[src/design/chol_pkg.sv]
package chol_pkg;

    // Clock and timing
    localparam int          CLK_MHZ            = 50;
    localparam int          US_PER_MS          = 1000;
    localparam longint      SEC_PER_HOUR       = 3600;
    localparam longint      US_PER_SEC         = 1000000;
    localparam int          STRAP_SETTLE_US    = 40;
    localparam int          STRAP_SETTLE_CYC   = STRAP_SETTLE_US * CLK_MHZ;
    localparam int          ENTRY_DEBOUNCE_US  = 1000;
    localparam int          ENTRY_DEBOUNCE_CYC = ENTRY_DEBOUNCE_US * CLK_MHZ;
    localparam int          TERM_SHORT_MS      = 20;
    localparam int          TERM_SHORT_CYC     = TERM_SHORT_MS * US_PER_MS * CLK_MHZ;
    localparam int          TERM_LONG_MS       = 200;
    localparam int          TERM_LONG_CYC      = TERM_LONG_MS * US_PER_MS * CLK_MHZ;
    localparam longint      AC_LIMIT_HOURS     = 12;
    localparam longint      AC_LIMIT_CYC       = AC_LIMIT_HOURS * SEC_PER_HOUR * US_PER_SEC
                                                 * longint'(CLK_MHZ);

    // Widths
    localparam int          DW      = 16;
    localparam int          AW      = 8;
    localparam int          TMR_W   = 42;
    localparam int          DBT_W   = 24;
    localparam int          SET_W   = 11;
    localparam int          BAND_W  = 5;

    // Register offsets
    localparam logic [7:0]  ADDR_CTRL1  = 8'h00;
    localparam logic [7:0]  ADDR_CTRL3  = 8'h01;
    localparam logic [7:0]  ADDR_ALIM1  = 8'h02;
    localparam logic [7:0]  ADDR_ALIM2  = 8'h03;
    localparam logic [7:0]  ADDR_VMAX   = 8'h04;
    localparam logic [7:0]  ADDR_VMIN   = 8'h05;
    localparam logic [7:0]  ADDR_ICHG   = 8'h06;
    localparam logic [7:0]  ADDR_STATUS = 8'h07;

    // Field positions
    localparam int          C1_SYSTEM_POWER_MONITOR_BIT = 3;
    localparam int          C1_FREQ_LSB = 8;
    localparam int          C3_AUTO_BIT = 7;
    localparam int          C3_SHIP_BIT = 10;
    localparam int          C3_TERM_BIT = 13;

    // Reset values and encodings, currents at 4 mA per LSB except TERM_MA in mA
    localparam logic [15:0] CTRL_RST     = 16'h0000;
    localparam logic [15:0] ICHG_RST     = 16'h0000;
    localparam logic [15:0] ALIM_0P476   = 16'h0077;
    localparam logic [15:0] ALIM_1P5     = 16'h0177;
    localparam logic [15:0] AC_CHARGE_2A = 16'h01f4;
    localparam logic [15:0] TERM_MA      = 16'h00c8;
    localparam logic [15:0] RECHG_MV     = 16'h00c8;
    localparam logic [1:0]  FREQ_733K    = 2'h0;
    localparam logic [1:0]  FREQ_1M      = 2'h1;
    localparam logic [4:0]  BAND_LAST    = 5'h18;
    localparam logic [3:0]  BAND_GROUP   = 4'hc;

    // Voltage defaults per cell count in mV, indexed by cells minus one
    localparam logic [15:0] VMAX_DEF [4] = '{16'h1068, 16'h20d0, 16'h3138, 16'h41a0};
    localparam logic [15:0] VMIN_DEF [4] = '{16'h0c00, 16'h1800, 16'h2400, 16'h3000};

    typedef struct packed {
        logic [1:0]  cells;
        logic [1:0]  freq;
        logic        auto_en;
        logic [15:0] alim;
    } chol_strap_type;

    typedef enum logic [1:0] {AC_OFF, AC_WAIT, AC_CHARGE, AC_HALT} chol_ac_type;

    // Bands repeat every twelve entries; the last band is a one-cell option
    function automatic chol_strap_type chol_decode(input logic [4:0] band);
        chol_strap_type r;
        logic [3:0]     m;
        m         = 4'(band % 5'(BAND_GROUP));
        r.cells   = (band >= BAND_LAST) ? 2'h0 : 2'(band / 5'h6);
        r.freq    = (m == 4'h2 || m == 4'h3 || m == 4'h8 || m == 4'h9) ? FREQ_1M : FREQ_733K;
        r.auto_en = (m >= 4'h4) && (m <= 4'h7);
        r.alim    = (m == 4'h1 || m == 4'h2 || m == 4'h5 || m == 4'h6 || m == 4'h9
                     || m == 4'ha) ? ALIM_1P5 : ALIM_0P476;
        if (band >= BAND_LAST) begin
            r.freq    = FREQ_733K;
            r.auto_en = 1'b0;
            r.alim    = ALIM_0P476;
        end
        return r;
    endfunction

endpackage

[src/design/chol_loader.sv]
`timescale 1ns/10ps
module chol_loader #(
    parameter logic [23:0] DEBOUNCE_CYC   = 24'(chol_pkg::ENTRY_DEBOUNCE_CYC),
    parameter logic [23:0] TERM_SHORT_CYC = 24'(chol_pkg::TERM_SHORT_CYC),
    parameter logic [23:0] TERM_LONG_CYC  = 24'(chol_pkg::TERM_LONG_CYC),
    parameter logic [41:0] AC_LIMIT_CYC   = 42'(chol_pkg::AC_LIMIT_CYC)
) (
    // Clock and reset
    input  wire logic        core_clk_i,
    input  wire logic        reset_i,
    // Register port
    input  wire logic [7:0]  reg_addr_i,
    input  wire logic [15:0] reg_wdata_i,
    input  wire logic        reg_wr_i,
    input  wire logic        reg_rd_i,
    output logic      [15:0] reg_rdata_o,
    // Pins and converters
    input  wire logic        adapter_present_i,
    input  wire logic        cv_loop_i,
    input  wire logic [4:0]  strap_band_i,
    input  wire logic [15:0] batt_mv_i,
    input  wire logic [15:0] charge_ma_i,
    // Strap source and switch gates
    output logic             strap_source_en_o,
    output logic             adapter_switch_gate_o,
    output logic             battery_switch_gate_o,
    // Hot alert open-drain pin
    output logic             hot_alert_o,
    output logic             hot_alert_oe_o,
    // Settings to the regulator
    output logic [1:0]       cell_count_o,
    output logic [1:0]       freq_sel_o,
    output logic [15:0]      adapter_limit_primary_o,
    output logic [15:0]      adapter_limit_secondary_o,
    output logic [15:0]      upper_system_voltage_o,
    output logic [15:0]      lower_system_voltage_o,
    output logic [15:0]      charge_current_cmd_o,
    output logic             charge_timeout_en_o,
    output logic             charging_o
);

    typedef struct packed {
        logic                 adp_m;
        logic                 adp_s;
        logic                 adp_d;
        logic                 cv_m;
        logic                 cv_s;
        logic                 reading;
        logic                 read_done;
        logic                 pend_full;
        logic                 pend_ins;
        logic [10:0]          settle;
        chol_pkg::chol_strap_type code;
        logic [15:0]          ctrl1;
        logic [15:0]          ctrl3;
        logic [15:0]          alim1;
        logic [15:0]          alim2;
        logic [15:0]          vmax;
        logic [15:0]          vmin;
        logic [15:0]          ichg;
        chol_pkg::chol_ac_type ac_st;
        logic [23:0]          dbt;
        logic [41:0]          tmr;
        logic                 agate;
        logic                 battery_switch_gate;
        logic                 charging;
        logic [15:0]          chg_cmd;
        logic [15:0]          rdata;
    } chol_state_type;

    chol_state_type st_ff;
    chol_state_type nxt_st;

    logic        adp_rise;
    logic        wr_ctrl1;
    logic        system_power_monitor_rise;
    logic        settle_end;
    logic        below_thr;
    logic        at_term;
    logic [15:0] margin;
    logic [23:0] term_cyc;

    // Address match shared by the write and read paths
    function automatic logic hit(input logic [7:0] a, input logic [7:0] off);
        return a == off;
    endfunction

    // Read mux; unmapped offsets read as zero
    function automatic logic [15:0] reg_read(input logic [7:0] a, input chol_state_type s);
        logic [15:0] r;
        r = 16'h0000;
        if (hit(a, chol_pkg::ADDR_CTRL1)) r = s.ctrl1;
        if (hit(a, chol_pkg::ADDR_CTRL3)) r = s.ctrl3;
        if (hit(a, chol_pkg::ADDR_ALIM1)) r = s.alim1;
        if (hit(a, chol_pkg::ADDR_ALIM2)) r = s.alim2;
        if (hit(a, chol_pkg::ADDR_VMAX)) r = s.vmax;
        if (hit(a, chol_pkg::ADDR_VMIN)) r = s.vmin;
        if (hit(a, chol_pkg::ADDR_ICHG)) r = s.ichg;
        if (hit(a, chol_pkg::ADDR_STATUS)) begin
            r = {3'h0, s.code.cells, s.ac_st, s.charging, s.agate, s.battery_switch_gate,
                 s.reading, s.read_done, s.pend_full, s.pend_ins, 2'h0};
        end
        return r;
    endfunction

    // Event decode from the synchronised adapter level, the host write and the settle counter
    assign adp_rise   = st_ff.adp_s & ~st_ff.adp_d;
    assign wr_ctrl1   = reg_wr_i & hit(reg_addr_i, chol_pkg::ADDR_CTRL1);
    assign system_power_monitor_rise  = wr_ctrl1 & reg_wdata_i[chol_pkg::C1_SYSTEM_POWER_MONITOR_BIT]
                        & ~st_ff.ctrl1[chol_pkg::C1_SYSTEM_POWER_MONITOR_BIT];
    assign settle_end = st_ff.reading & (st_ff.settle == 11'(chol_pkg::STRAP_SETTLE_CYC - 1));
    // Threshold is 200 mV per cell below the upper system voltage
    assign margin     = 16'(({14'h0, st_ff.code.cells} + 16'h0001) * chol_pkg::RECHG_MV);
    assign below_thr  = batt_mv_i < (st_ff.vmax - margin);
    assign at_term    = st_ff.cv_s & (charge_ma_i < chol_pkg::TERM_MA);
    assign term_cyc   = st_ff.ctrl3[chol_pkg::C3_TERM_BIT] ? TERM_LONG_CYC : TERM_SHORT_CYC;

    // Next-state logic for the whole block
    always_comb begin
        nxt_st       = st_ff;
        // Two-flop synchronisers; the first stage feeds only the second
        nxt_st.adp_m = adapter_present_i;
        nxt_st.adp_s = st_ff.adp_m;
        nxt_st.adp_d = st_ff.adp_s;
        nxt_st.cv_m  = cv_loop_i;
        nxt_st.cv_s  = st_ff.cv_m;

        // Host writes
        if (reg_wr_i) begin
            if (wr_ctrl1) begin
                nxt_st.ctrl1 = reg_wdata_i;
            end
            if (hit(reg_addr_i, chol_pkg::ADDR_CTRL3)) begin
                nxt_st.ctrl3 = reg_wdata_i;
            end
            if (hit(reg_addr_i, chol_pkg::ADDR_ALIM1)) begin
                nxt_st.alim1 = reg_wdata_i;
            end
            if (hit(reg_addr_i, chol_pkg::ADDR_ALIM2)) begin
                nxt_st.alim2 = reg_wdata_i;
            end
            if (hit(reg_addr_i, chol_pkg::ADDR_VMIN)) begin
                nxt_st.vmin = reg_wdata_i;
            end
            if (hit(reg_addr_i, chol_pkg::ADDR_VMAX) || hit(reg_addr_i, chol_pkg::ADDR_ICHG)) begin
                nxt_st.ctrl3[chol_pkg::C3_AUTO_BIT] = 1'b0;
                if (hit(reg_addr_i, chol_pkg::ADDR_VMAX)) begin
                    nxt_st.vmax = reg_wdata_i;
                end else begin
                    nxt_st.ichg = reg_wdata_i;
                end
            end
        end

        // Settling wait, then latch the band; the code holds until the next read
        if (st_ff.reading && !settle_end) begin
            nxt_st.settle = st_ff.settle + 11'h001;
        end
        if (settle_end) begin
            nxt_st.code      = chol_pkg::chol_decode(strap_band_i);
            nxt_st.read_done = 1'b1;
            nxt_st.reading   = 1'b0;
            nxt_st.pend_full = 1'b0;
            nxt_st.pend_ins  = 1'b0;
            nxt_st.alim1     = nxt_st.code.alim;
            if (st_ff.pend_full) begin
                nxt_st.ctrl1[chol_pkg::C1_FREQ_LSB +: 2] = nxt_st.code.freq;
                nxt_st.ctrl3[chol_pkg::C3_AUTO_BIT]      = nxt_st.code.auto_en;
                nxt_st.alim2 = chol_pkg::ALIM_1P5;
            end
            if (st_ff.pend_ins && !st_ff.read_done) begin
                nxt_st.ctrl1[chol_pkg::C1_FREQ_LSB +: 2] = nxt_st.code.freq;
                nxt_st.ctrl3[chol_pkg::C3_AUTO_BIT]      = nxt_st.code.auto_en;
            end
            if (st_ff.pend_full || !nxt_st.ctrl1[chol_pkg::C1_SYSTEM_POWER_MONITOR_BIT]) begin
                nxt_st.vmax = chol_pkg::VMAX_DEF[nxt_st.code.cells];
                nxt_st.vmin = chol_pkg::VMIN_DEF[nxt_st.code.cells];
            end
        end

        // Strap read requests come after the apply, so a trigger in the last
        // settle cycle starts a fresh read instead of being lost
        if (system_power_monitor_rise && !st_ff.adp_s) begin
            nxt_st.pend_full = 1'b1;
            nxt_st.reading   = 1'b1;
            nxt_st.settle    = '0;
        end
        if (adp_rise) begin
            if (st_ff.read_done && !st_ff.reading) begin
                nxt_st.alim1 = st_ff.code.alim;
                if (!st_ff.ctrl1[chol_pkg::C1_SYSTEM_POWER_MONITOR_BIT]) begin
                    nxt_st.vmax = chol_pkg::VMAX_DEF[st_ff.code.cells];
                    nxt_st.vmin = chol_pkg::VMIN_DEF[st_ff.code.cells];
                end
            end else begin
                nxt_st.pend_ins = 1'b1;
                nxt_st.reading  = 1'b1;
                nxt_st.settle   = '0;
            end
        end

        // Adapter gate only closes once a strap reading exists
        nxt_st.agate = st_ff.adp_s & nxt_st.read_done & ~nxt_st.reading;
        nxt_st.battery_switch_gate = ~nxt_st.ctrl3[chol_pkg::C3_SHIP_BIT];

        // Autonomous charging; leaving the mode is forced by disable or adapter loss
        case (st_ff.ac_st)
            chol_pkg::AC_OFF: begin
                nxt_st.dbt = '0;
                if (st_ff.ctrl3[chol_pkg::C3_AUTO_BIT] && st_ff.adp_s) begin
                    nxt_st.ac_st = chol_pkg::AC_WAIT;
                end
            end
            chol_pkg::AC_WAIT: begin
                if (below_thr && st_ff.battery_switch_gate) begin
                    nxt_st.dbt = st_ff.dbt + 24'h000001;
                    if (st_ff.dbt == DEBOUNCE_CYC - 24'h000001) begin
                        nxt_st.ac_st = chol_pkg::AC_CHARGE;
                        nxt_st.dbt   = '0;
                        nxt_st.tmr   = '0;
                    end
                end else begin
                    nxt_st.dbt = '0;
                end
            end
            chol_pkg::AC_CHARGE: begin
                nxt_st.tmr = st_ff.tmr + 42'h1;
                nxt_st.dbt = at_term ? st_ff.dbt + 24'h000001 : '0;
                if (at_term && st_ff.dbt == term_cyc - 24'h000001) begin
                    nxt_st.ac_st = chol_pkg::AC_WAIT;
                    nxt_st.dbt   = '0;
                end else if (st_ff.tmr == AC_LIMIT_CYC - 42'h1) begin
                    nxt_st.ac_st = chol_pkg::AC_HALT;
                end
            end
            chol_pkg::AC_HALT: begin
                nxt_st.dbt = '0;
            end
            default: begin
                nxt_st.ac_st = chol_pkg::AC_OFF;
            end
        endcase
        if (!nxt_st.ctrl3[chol_pkg::C3_AUTO_BIT] || !st_ff.adp_s) begin
            nxt_st.ac_st = chol_pkg::AC_OFF;
        end

        // Registered outputs of the mode
        nxt_st.charging = nxt_st.ac_st == chol_pkg::AC_CHARGE;
        nxt_st.chg_cmd  = nxt_st.charging ? chol_pkg::AC_CHARGE_2A : nxt_st.ichg;

        // Read data stands only in the cycle after the strobe
        nxt_st.rdata = reg_rd_i ? reg_read(reg_addr_i, st_ff) : 16'h0000;
    end

    // State register with synchronous reset
    always_ff @(posedge core_clk_i) begin
        if (reset_i) begin
            st_ff       <= '0;
            st_ff.ctrl1 <= chol_pkg::CTRL_RST;
            st_ff.ctrl3 <= chol_pkg::CTRL_RST;
            st_ff.alim1 <= chol_pkg::ALIM_0P476;
            st_ff.alim2 <= chol_pkg::ALIM_1P5;
            st_ff.vmax  <= chol_pkg::VMAX_DEF[0];
            st_ff.vmin  <= chol_pkg::VMIN_DEF[0];
            st_ff.ichg  <= chol_pkg::ICHG_RST;
            st_ff.ac_st <= chol_pkg::AC_OFF;
            st_ff.battery_switch_gate <= 1'b1;
        end else begin
            st_ff <= nxt_st;
        end
    end

    // Outputs from the state flops; hot_alert_o is tied low and charge_timeout_en_o is the inverted charging flop
    assign reg_rdata_o               = st_ff.rdata;
    assign strap_source_en_o         = st_ff.reading;
    assign adapter_switch_gate_o     = st_ff.agate;
    assign battery_switch_gate_o     = st_ff.battery_switch_gate;
    assign hot_alert_o               = 1'b0;
    assign hot_alert_oe_o            = st_ff.charging;
    assign cell_count_o              = st_ff.code.cells;
    assign freq_sel_o                = st_ff.ctrl1[chol_pkg::C1_FREQ_LSB +: 2];
    assign adapter_limit_primary_o   = st_ff.alim1;
    assign adapter_limit_secondary_o = st_ff.alim2;
    assign upper_system_voltage_o    = st_ff.vmax;
    assign lower_system_voltage_o    = st_ff.vmin;
    assign charge_current_cmd_o      = st_ff.chg_cmd;
    assign charge_timeout_en_o       = ~st_ff.charging;
    assign charging_o                = st_ff.charging;
endmodule

[config.mk]
export PLATFORM = sky130hd
export DESIGN_NAME = chol_loader
export DESIGN_NICKNAME = d
export VERILOG_FILES = /design/src/design/chol_pkg.sv /design/src/design/chol_loader.sv
export SDC_FILE = /design/constraint.sdc
export NUM_CORES = 1
export LEC_CHECK = 0
export ABC_AREA = 1
export BUFFER_PORTS_ARGS = -buffer_cell sky130_fd_sc_hd__buf_2
export CAP_MARGIN = 10
export CORE_ASPECT_RATIO = 1.75
export CORE_MARGIN = 5
export CORE_UTILIZATION = 40
export DETAILED_ROUTE_END_ITERATION = 8
export GPL_ROUTABILITY_DRIVEN = 0
export HOLD_SLACK_MARGIN = 0.15
export PLACE_DENSITY_LB_ADDON = 0.05
export SYNTH_ARGS = -nofsm -noshare
export SYNTH_HDL_FRONTEND = slang
export SYNTH_SLANG_ARGS = --single-unit
[constraint.sdc]
create_clock -name core_clk_i -period 5.4 [get_ports core_clk_i]
set_input_delay 0.27 -clock core_clk_i [delete_from_list [all_inputs] [get_ports core_clk_i]]
set_output_delay 0.27 -clock core_clk_i [all_outputs]
set_load 0.005 [all_outputs]
---- Word-level counts from Yosys, hierarchy flattened ----
Index checks and enable logic that the tools add are counted.
word-level totals
  register bits ........................... 253
  input port bits ......................... 67
  output and inout port bits .............. 107
  logic and storage cells ................. 197
operators by class
  add/sub/neg operators ................... 6
  $mul .................................... 1
  div/mod/pow operators ................... 2
  order comparisons ....................... 7
  equal/unequal tests ..................... 25
  muxes and demuxes ....................... 73
  bitwise gates (word level) .............. 16
  reduce and logical (&&, ||, !) cells .... 36
operators with widths
  operator                                                number
  two-way mux 16 bit                                      26
  binary-select mux 16 bit (select 2 bit)                 4
  two-way mux 32 bit                                      4
  two-way mux 106 bit                                     1
  two-way mux 24 bit                                      4
  one-hot mux 42 bit (2 select lines)                     1
  one-hot mux 24 bit (3 select lines)                     1
  two-way mux 68 bit                                      1
  two-way mux 64 bit                                      1
  adder 42 x 1 -> 42 bit (second input constant)          1
  equality test 42 x 41 -> 1 bit (second input constant)  1
  two-way mux 42 bit                                      1
  equality test 8 x 3 -> 1 bit (second input constant)    4
  adder 24 x 1 -> 24 bit (second input constant)          1
  equality test 24 x 16 -> 1 bit (second input constant)  1
  equality test 24 bit                                    1
  two-way mux 12 bit                                      2
  subtractor 24 x 1 -> 24 bit (second input constant)     1
  two-way mux 11 bit                                      2
  two-way mux 18 bit                                      1
  two-way mux 2 bit                                       9
  two-way mux 9 bit                                       2
  equality test 8 x 2 -> 1 bit (second input constant)    2
  < comparator 16 bit                                     1
  other kinds (38)                                        93

---- Logic depth before layout (Yosys ltp) ----
  word-level depth ........................ 17
  gate-level depth with buffers ........... 28
  mapped depth without buffers ............ 28

---- Worst setup path after synthesis ----
No wires, ideal clock.
  path kind ............................... flip-flop to flip-flop
  start ................................... reg st_ff (netlist bit cell_count_o[0])
  end ..................................... reg st_ff[45] (netlist name)
  library setup time ...................... 0.070 ns
  arrival time ............................ 3.800 ns
  path slack .............................. 1.530 ns
  stages on the path, launching flop included .. 27
  path through ............................ dfxtp_1 > inv_1 > ha_1 > xor2_1 > ha_1 > nand3_1 > nand2_1 > a21oi_1 > inv_1 > a31oi_1 > nand3_1 > nor2_1 > nand2_1 > nand2_1 > nand2_1 > ha_1 > nand2_1 > inv_1 > nand3_1 > a21oi_1 > nor2_1 > nand3_1 > nand2_1 > nand2_1 > clkbuf_1 > nand2_1 > a21oi_1
between the ends
  word-level cells in the longest chain between the ends .. 7
ends and longest elaborated chain
  item                                    line                RTL
  start, declared                         chol_loader.sv:71   chol_state_type st_ff;
  start signal, assigned                  chol_loader.sv:269  st_ff <= nxt_st;
  adder 2 x 1 -> 3 bit                    chol_loader.sv:113  assign margin = 16'(({14'h0, st_ff.code.cells} + 16'h0001) * chol_pkg::RECHG_MV);
  multiplier 3 x 5 -> 8 bit               chol_loader.sv:113
  subtractor 16 x 11 -> 16 bit            chol_loader.sv:114  assign below_thr = batt_mv_i < (st_ff.vmax - margin);
  < comparator 16 bit                     chol_loader.sv:114
  logical AND 1 bit                       chol_loader.sv:215  if (below_thr && st_ff.battery_switch_gate) begin
  inequality test 2 bit (no source line)  -
  AND reduction 3 bit (no source line)    -
Every way passes these cells.
A chain may end at the register's enable or synchronous reset.

---- Worst setup path in the final report ----
  start ................................... reg st_ff (netlist bit cell_count_o[0])
  end ..................................... reg st_ff[36] (netlist name)
The elaborated chain is that of the path after synthesis.

==> summary.txt <==
Outcome
  – Status: complete, no violations

Power and ir drop
  – Leakage: ~6.2 nW
  – Peak VDD IR: about 0.25 mV
  – Power Density: roughly 250 nW/um^2

Global route
  – Total track usage: 0.246
  – Initial antenna violation count: 0
  – Grt ovf: 0
  – Largest net degree at the start of global routing: 75
  – First-pass GRT wire length: slightly above 70 mm
  – Vias in the first global route: between 10000 and 15000

Layout
  – Fill count: between 3000 and 4000
  – N_diodes: 0
  – Synth-to-layout area growth: 11.0%
  – Nets: between 2000 and 2500
  – Layout cells sized above 1: 0.132

Route
  – Vias/cell: 5.07
  – Routed met2 length: between 20 and 30 mm
  – Detail Route Antenna Nets: 0
  – DRT iter0 DRCs: ~570
  – DRC violations left: 0
  – DRT met1 WL: 17.0 mm
  – Max Used Layer: met4
  – Wirelength per Cell: between 15 and 20 um
  – Routed wl met3: 1.62 mm
  – First-pass iteration count of the detailed router: 5
  – Via count: around 13000
  – Total length of routed wires: 46.9 mm

Synthesis
  – Yosys warning total: 0
  – Seq/Total Area, Yosys: 0.356
  – Number of flops mapped to enable cells by yosys: 0
  – Most numerous cell in the Yosys netlist: nand2_1
  – Top cells by instance count after synthesis: nand2_1, nor2_1, dfxtp_1
  – Synth Flop Type: dfxtp_1
  – Post-synthesis cell count: 1944
  – Area share of the largest cell type after synthesis: 0.356
  – Avg Synthesized Cell Area: 6.92 sq um
  – Yosys cell types: 46
  – Largest cells by area after synthesis: dfxtp_1, nand2_1, nor2_1
  – Netlist Area Pre-Place: 13400 sq um
  – Syn_nets: between 2000 and 2500
  – Area leader, netlist: dfxtp_1
  – #FFs+latches synth: approximately 240
  – Asr flop ratio synth: 0

Timing
  – Final Slew Violations: 0
  – # setup viols final: 0
  – Fin crit period: ~4.7 ns
  – Final setup skew: approximately 0.014 ns
  – Final hold slack: roughly 0.16 ns
  – Slew @ Worst Pin: about 1.1 ns
  – RSZ-0062 raised after global routing: no
  – Setup TNS: 0 ns
  – Part of the cycle the worst path needs: 0.869
  – F_max: 0.213 GHz
  – Final hold vios: 0
  – Slew margin rel.: 0.260

CTS
  – CTS H-tree depth: 1
  – Clock root buffer: clkbuf_16
  – Bufs on Longest Clock Path: 3
  – Clk_lat worst skew: ~0.54 ns
  – TritonCTS buffer count: 25
  – CTS tree: built
  – Post-cts sizing count: 0
  – Worst-path clk slew: approximately 0.070 ns
  – Sink Count: about 240

Floorplanning
  – Die W: around 150 um
  – Die Ht: 253 um
  – Core area: roughly 34000 sq um
  – Io pins: 174
  – Std cell rows: between 80 and 90
  – DIE AREA: approximately 38000 sq um
  – Starting density of the core: 0.401

Setup path
  – CP max FO: 44
  – Type of destination of the critical path: flop
  – CP arrival: slightly above 5 ns
  – WP data required: 5.86 ns
  – Crit path kind: reg -> reg
  – Startpoint types: flop
  – Reg2reg setup slack: 0.71 ns

Placement
  – Input/output buffers: ~170
  – Hpwl dp: 36.6 mm

Flow run
  – Max Cap Violations: 0

Hold path
  – Hold Path Class: in -> reg
-- routing by layer --
| metal | vias up | GRT usage |
|---|---|---|
| li1 | 6309 | - |
| met1 | 5799 | 0.257 |
| met2 | 324 | 0.470 |
| met3 | 111 | 0.0248 |
| met4 | 0 | 0.144 |
| met5 | - | 0 |
-- worst paths after layout --
| kind | startpoint | end | depth (start not counted) |
|---|---|---|---|
| worst max-delay path | cell_count_o[0] | st_ff[36] | 26 |
| worst min-delay path | reg_addr_i[3] | reg_rdata_o[9] | 4 |
| worst max register to register | cell_count_o[0] | st_ff[36] | 26 |
| worst min register to register | nxt_st[254] | nxt_st[253] | 2 |
-- cells in the final DEF, fill, tap and decap left out, drive strengths merged, types with 40 or more instances in the layout --
cell type and n:
a21oi 153, buf 180, dfxtp 239, ha 41
inv 208, nand2 378, nand3 137, nor2 292
nor3 40, o21ai 102, xor2 49
-- final cells by class --
cell class	instances	area, sq um	area share
timing repair buffer	201	1140	0.0763
tap	455	569	0.0381
multi-input combinational	1328	6840	0.458
sequential	239	4780	0.321
inverter	210	788	0.0528
clock buffer	33	706	0.0473
clock inverter	10	103	0.00687
-- where the power goes --
part	total, mW	internal (mW)	switching, mW
clock network	1.75	1.01	0.743
registers	1.77	1.77	0.00441
logic	0.168	0.0530	0.115
-- critical path, stage by stage (launching register included) --
cell,delay [ns]
dfxtp_1,0.59
inv_1,0.20
ha_1,0.40
xor2_1,0.16
ha_1,0.35
nand3_1,0.10
nand2_1,0.05
a21oi_1,0.21
inv_1,0.08
a31oi_1,0.24
nand3_1,0.16
nor2_1,0.15
nand2_1,0.07
nand2_1,0.06
nand2_1,0.06
ha_1,0.29
nand2_1,0.06
inv_1,0.05
nand3_1,0.07
a21oi_1,0.13
nor2_1,0.07
nand3_1,0.11
nand2_1,0.13
nand2_1,0.08
buf_4,0.42
o21ai_0,0.18
nor3_1,0.16
-- sequential cells by signal, indices dropped and copies added, names as in the netlist --
signal / cells
adapter_limit_secondary_o: 16
upper_system_voltage_o: 16
cell_count_o: 2
adapter_limit_primary_o: 16
strap_source_en_o: 1
st_ff: 132
charging_o: 1
nxt_st: 3
reg_rdata_o: 16
freq_sel_o: 2
lower_system_voltage_o: 16
battery_switch_gate_o: 1
charge_current_cmd_o: 16
adapter_switch_gate_o: 1
-- stage by stage --
stage / instances / cell area, sq um / total power [mW] / setup WS (ns) / utilization
CTS: 2476 / 14900 / 3.74 / 0.655 / 0.445
global placement: 2412 / 13900 / 1.97 / 0.768 / 0.415
finish: 2476 / 14900 / 3.69 / 0.706 / 0.445
global route: 2476 / 14900 / 3.81 / 0.243 / 0.445
detailed placement: 2412 / 13900 / 1.97 / 0.677 / 0.415
floorplan: 1944 / 13400 / 1.89 / 1.53 / -
-- cell families after synthesis --
kind of cell             Yosys count  share of synthesized area
AND/OR/NAND/NOR                  895                      0.288
adder cells (fa/ha/maj)           42                     0.0396
AO/OA/AOI/OAI                    311                      0.127
flip-flops                       239                      0.356
multiplexers                      17                     0.0127
other                              1                   0.000279
XOR/XNOR                          62                     0.0404
buffers and inverters            377                      0.136
-- repair_timing --
action / CTS / global route
setup buffers: 0 / 0
setup endpoints to repair: 0 / 0
hold buffers: 21 / 0
hold endpoints to repair: 60 / 0
Note: power is estimated with default switching activity, not from simulation.
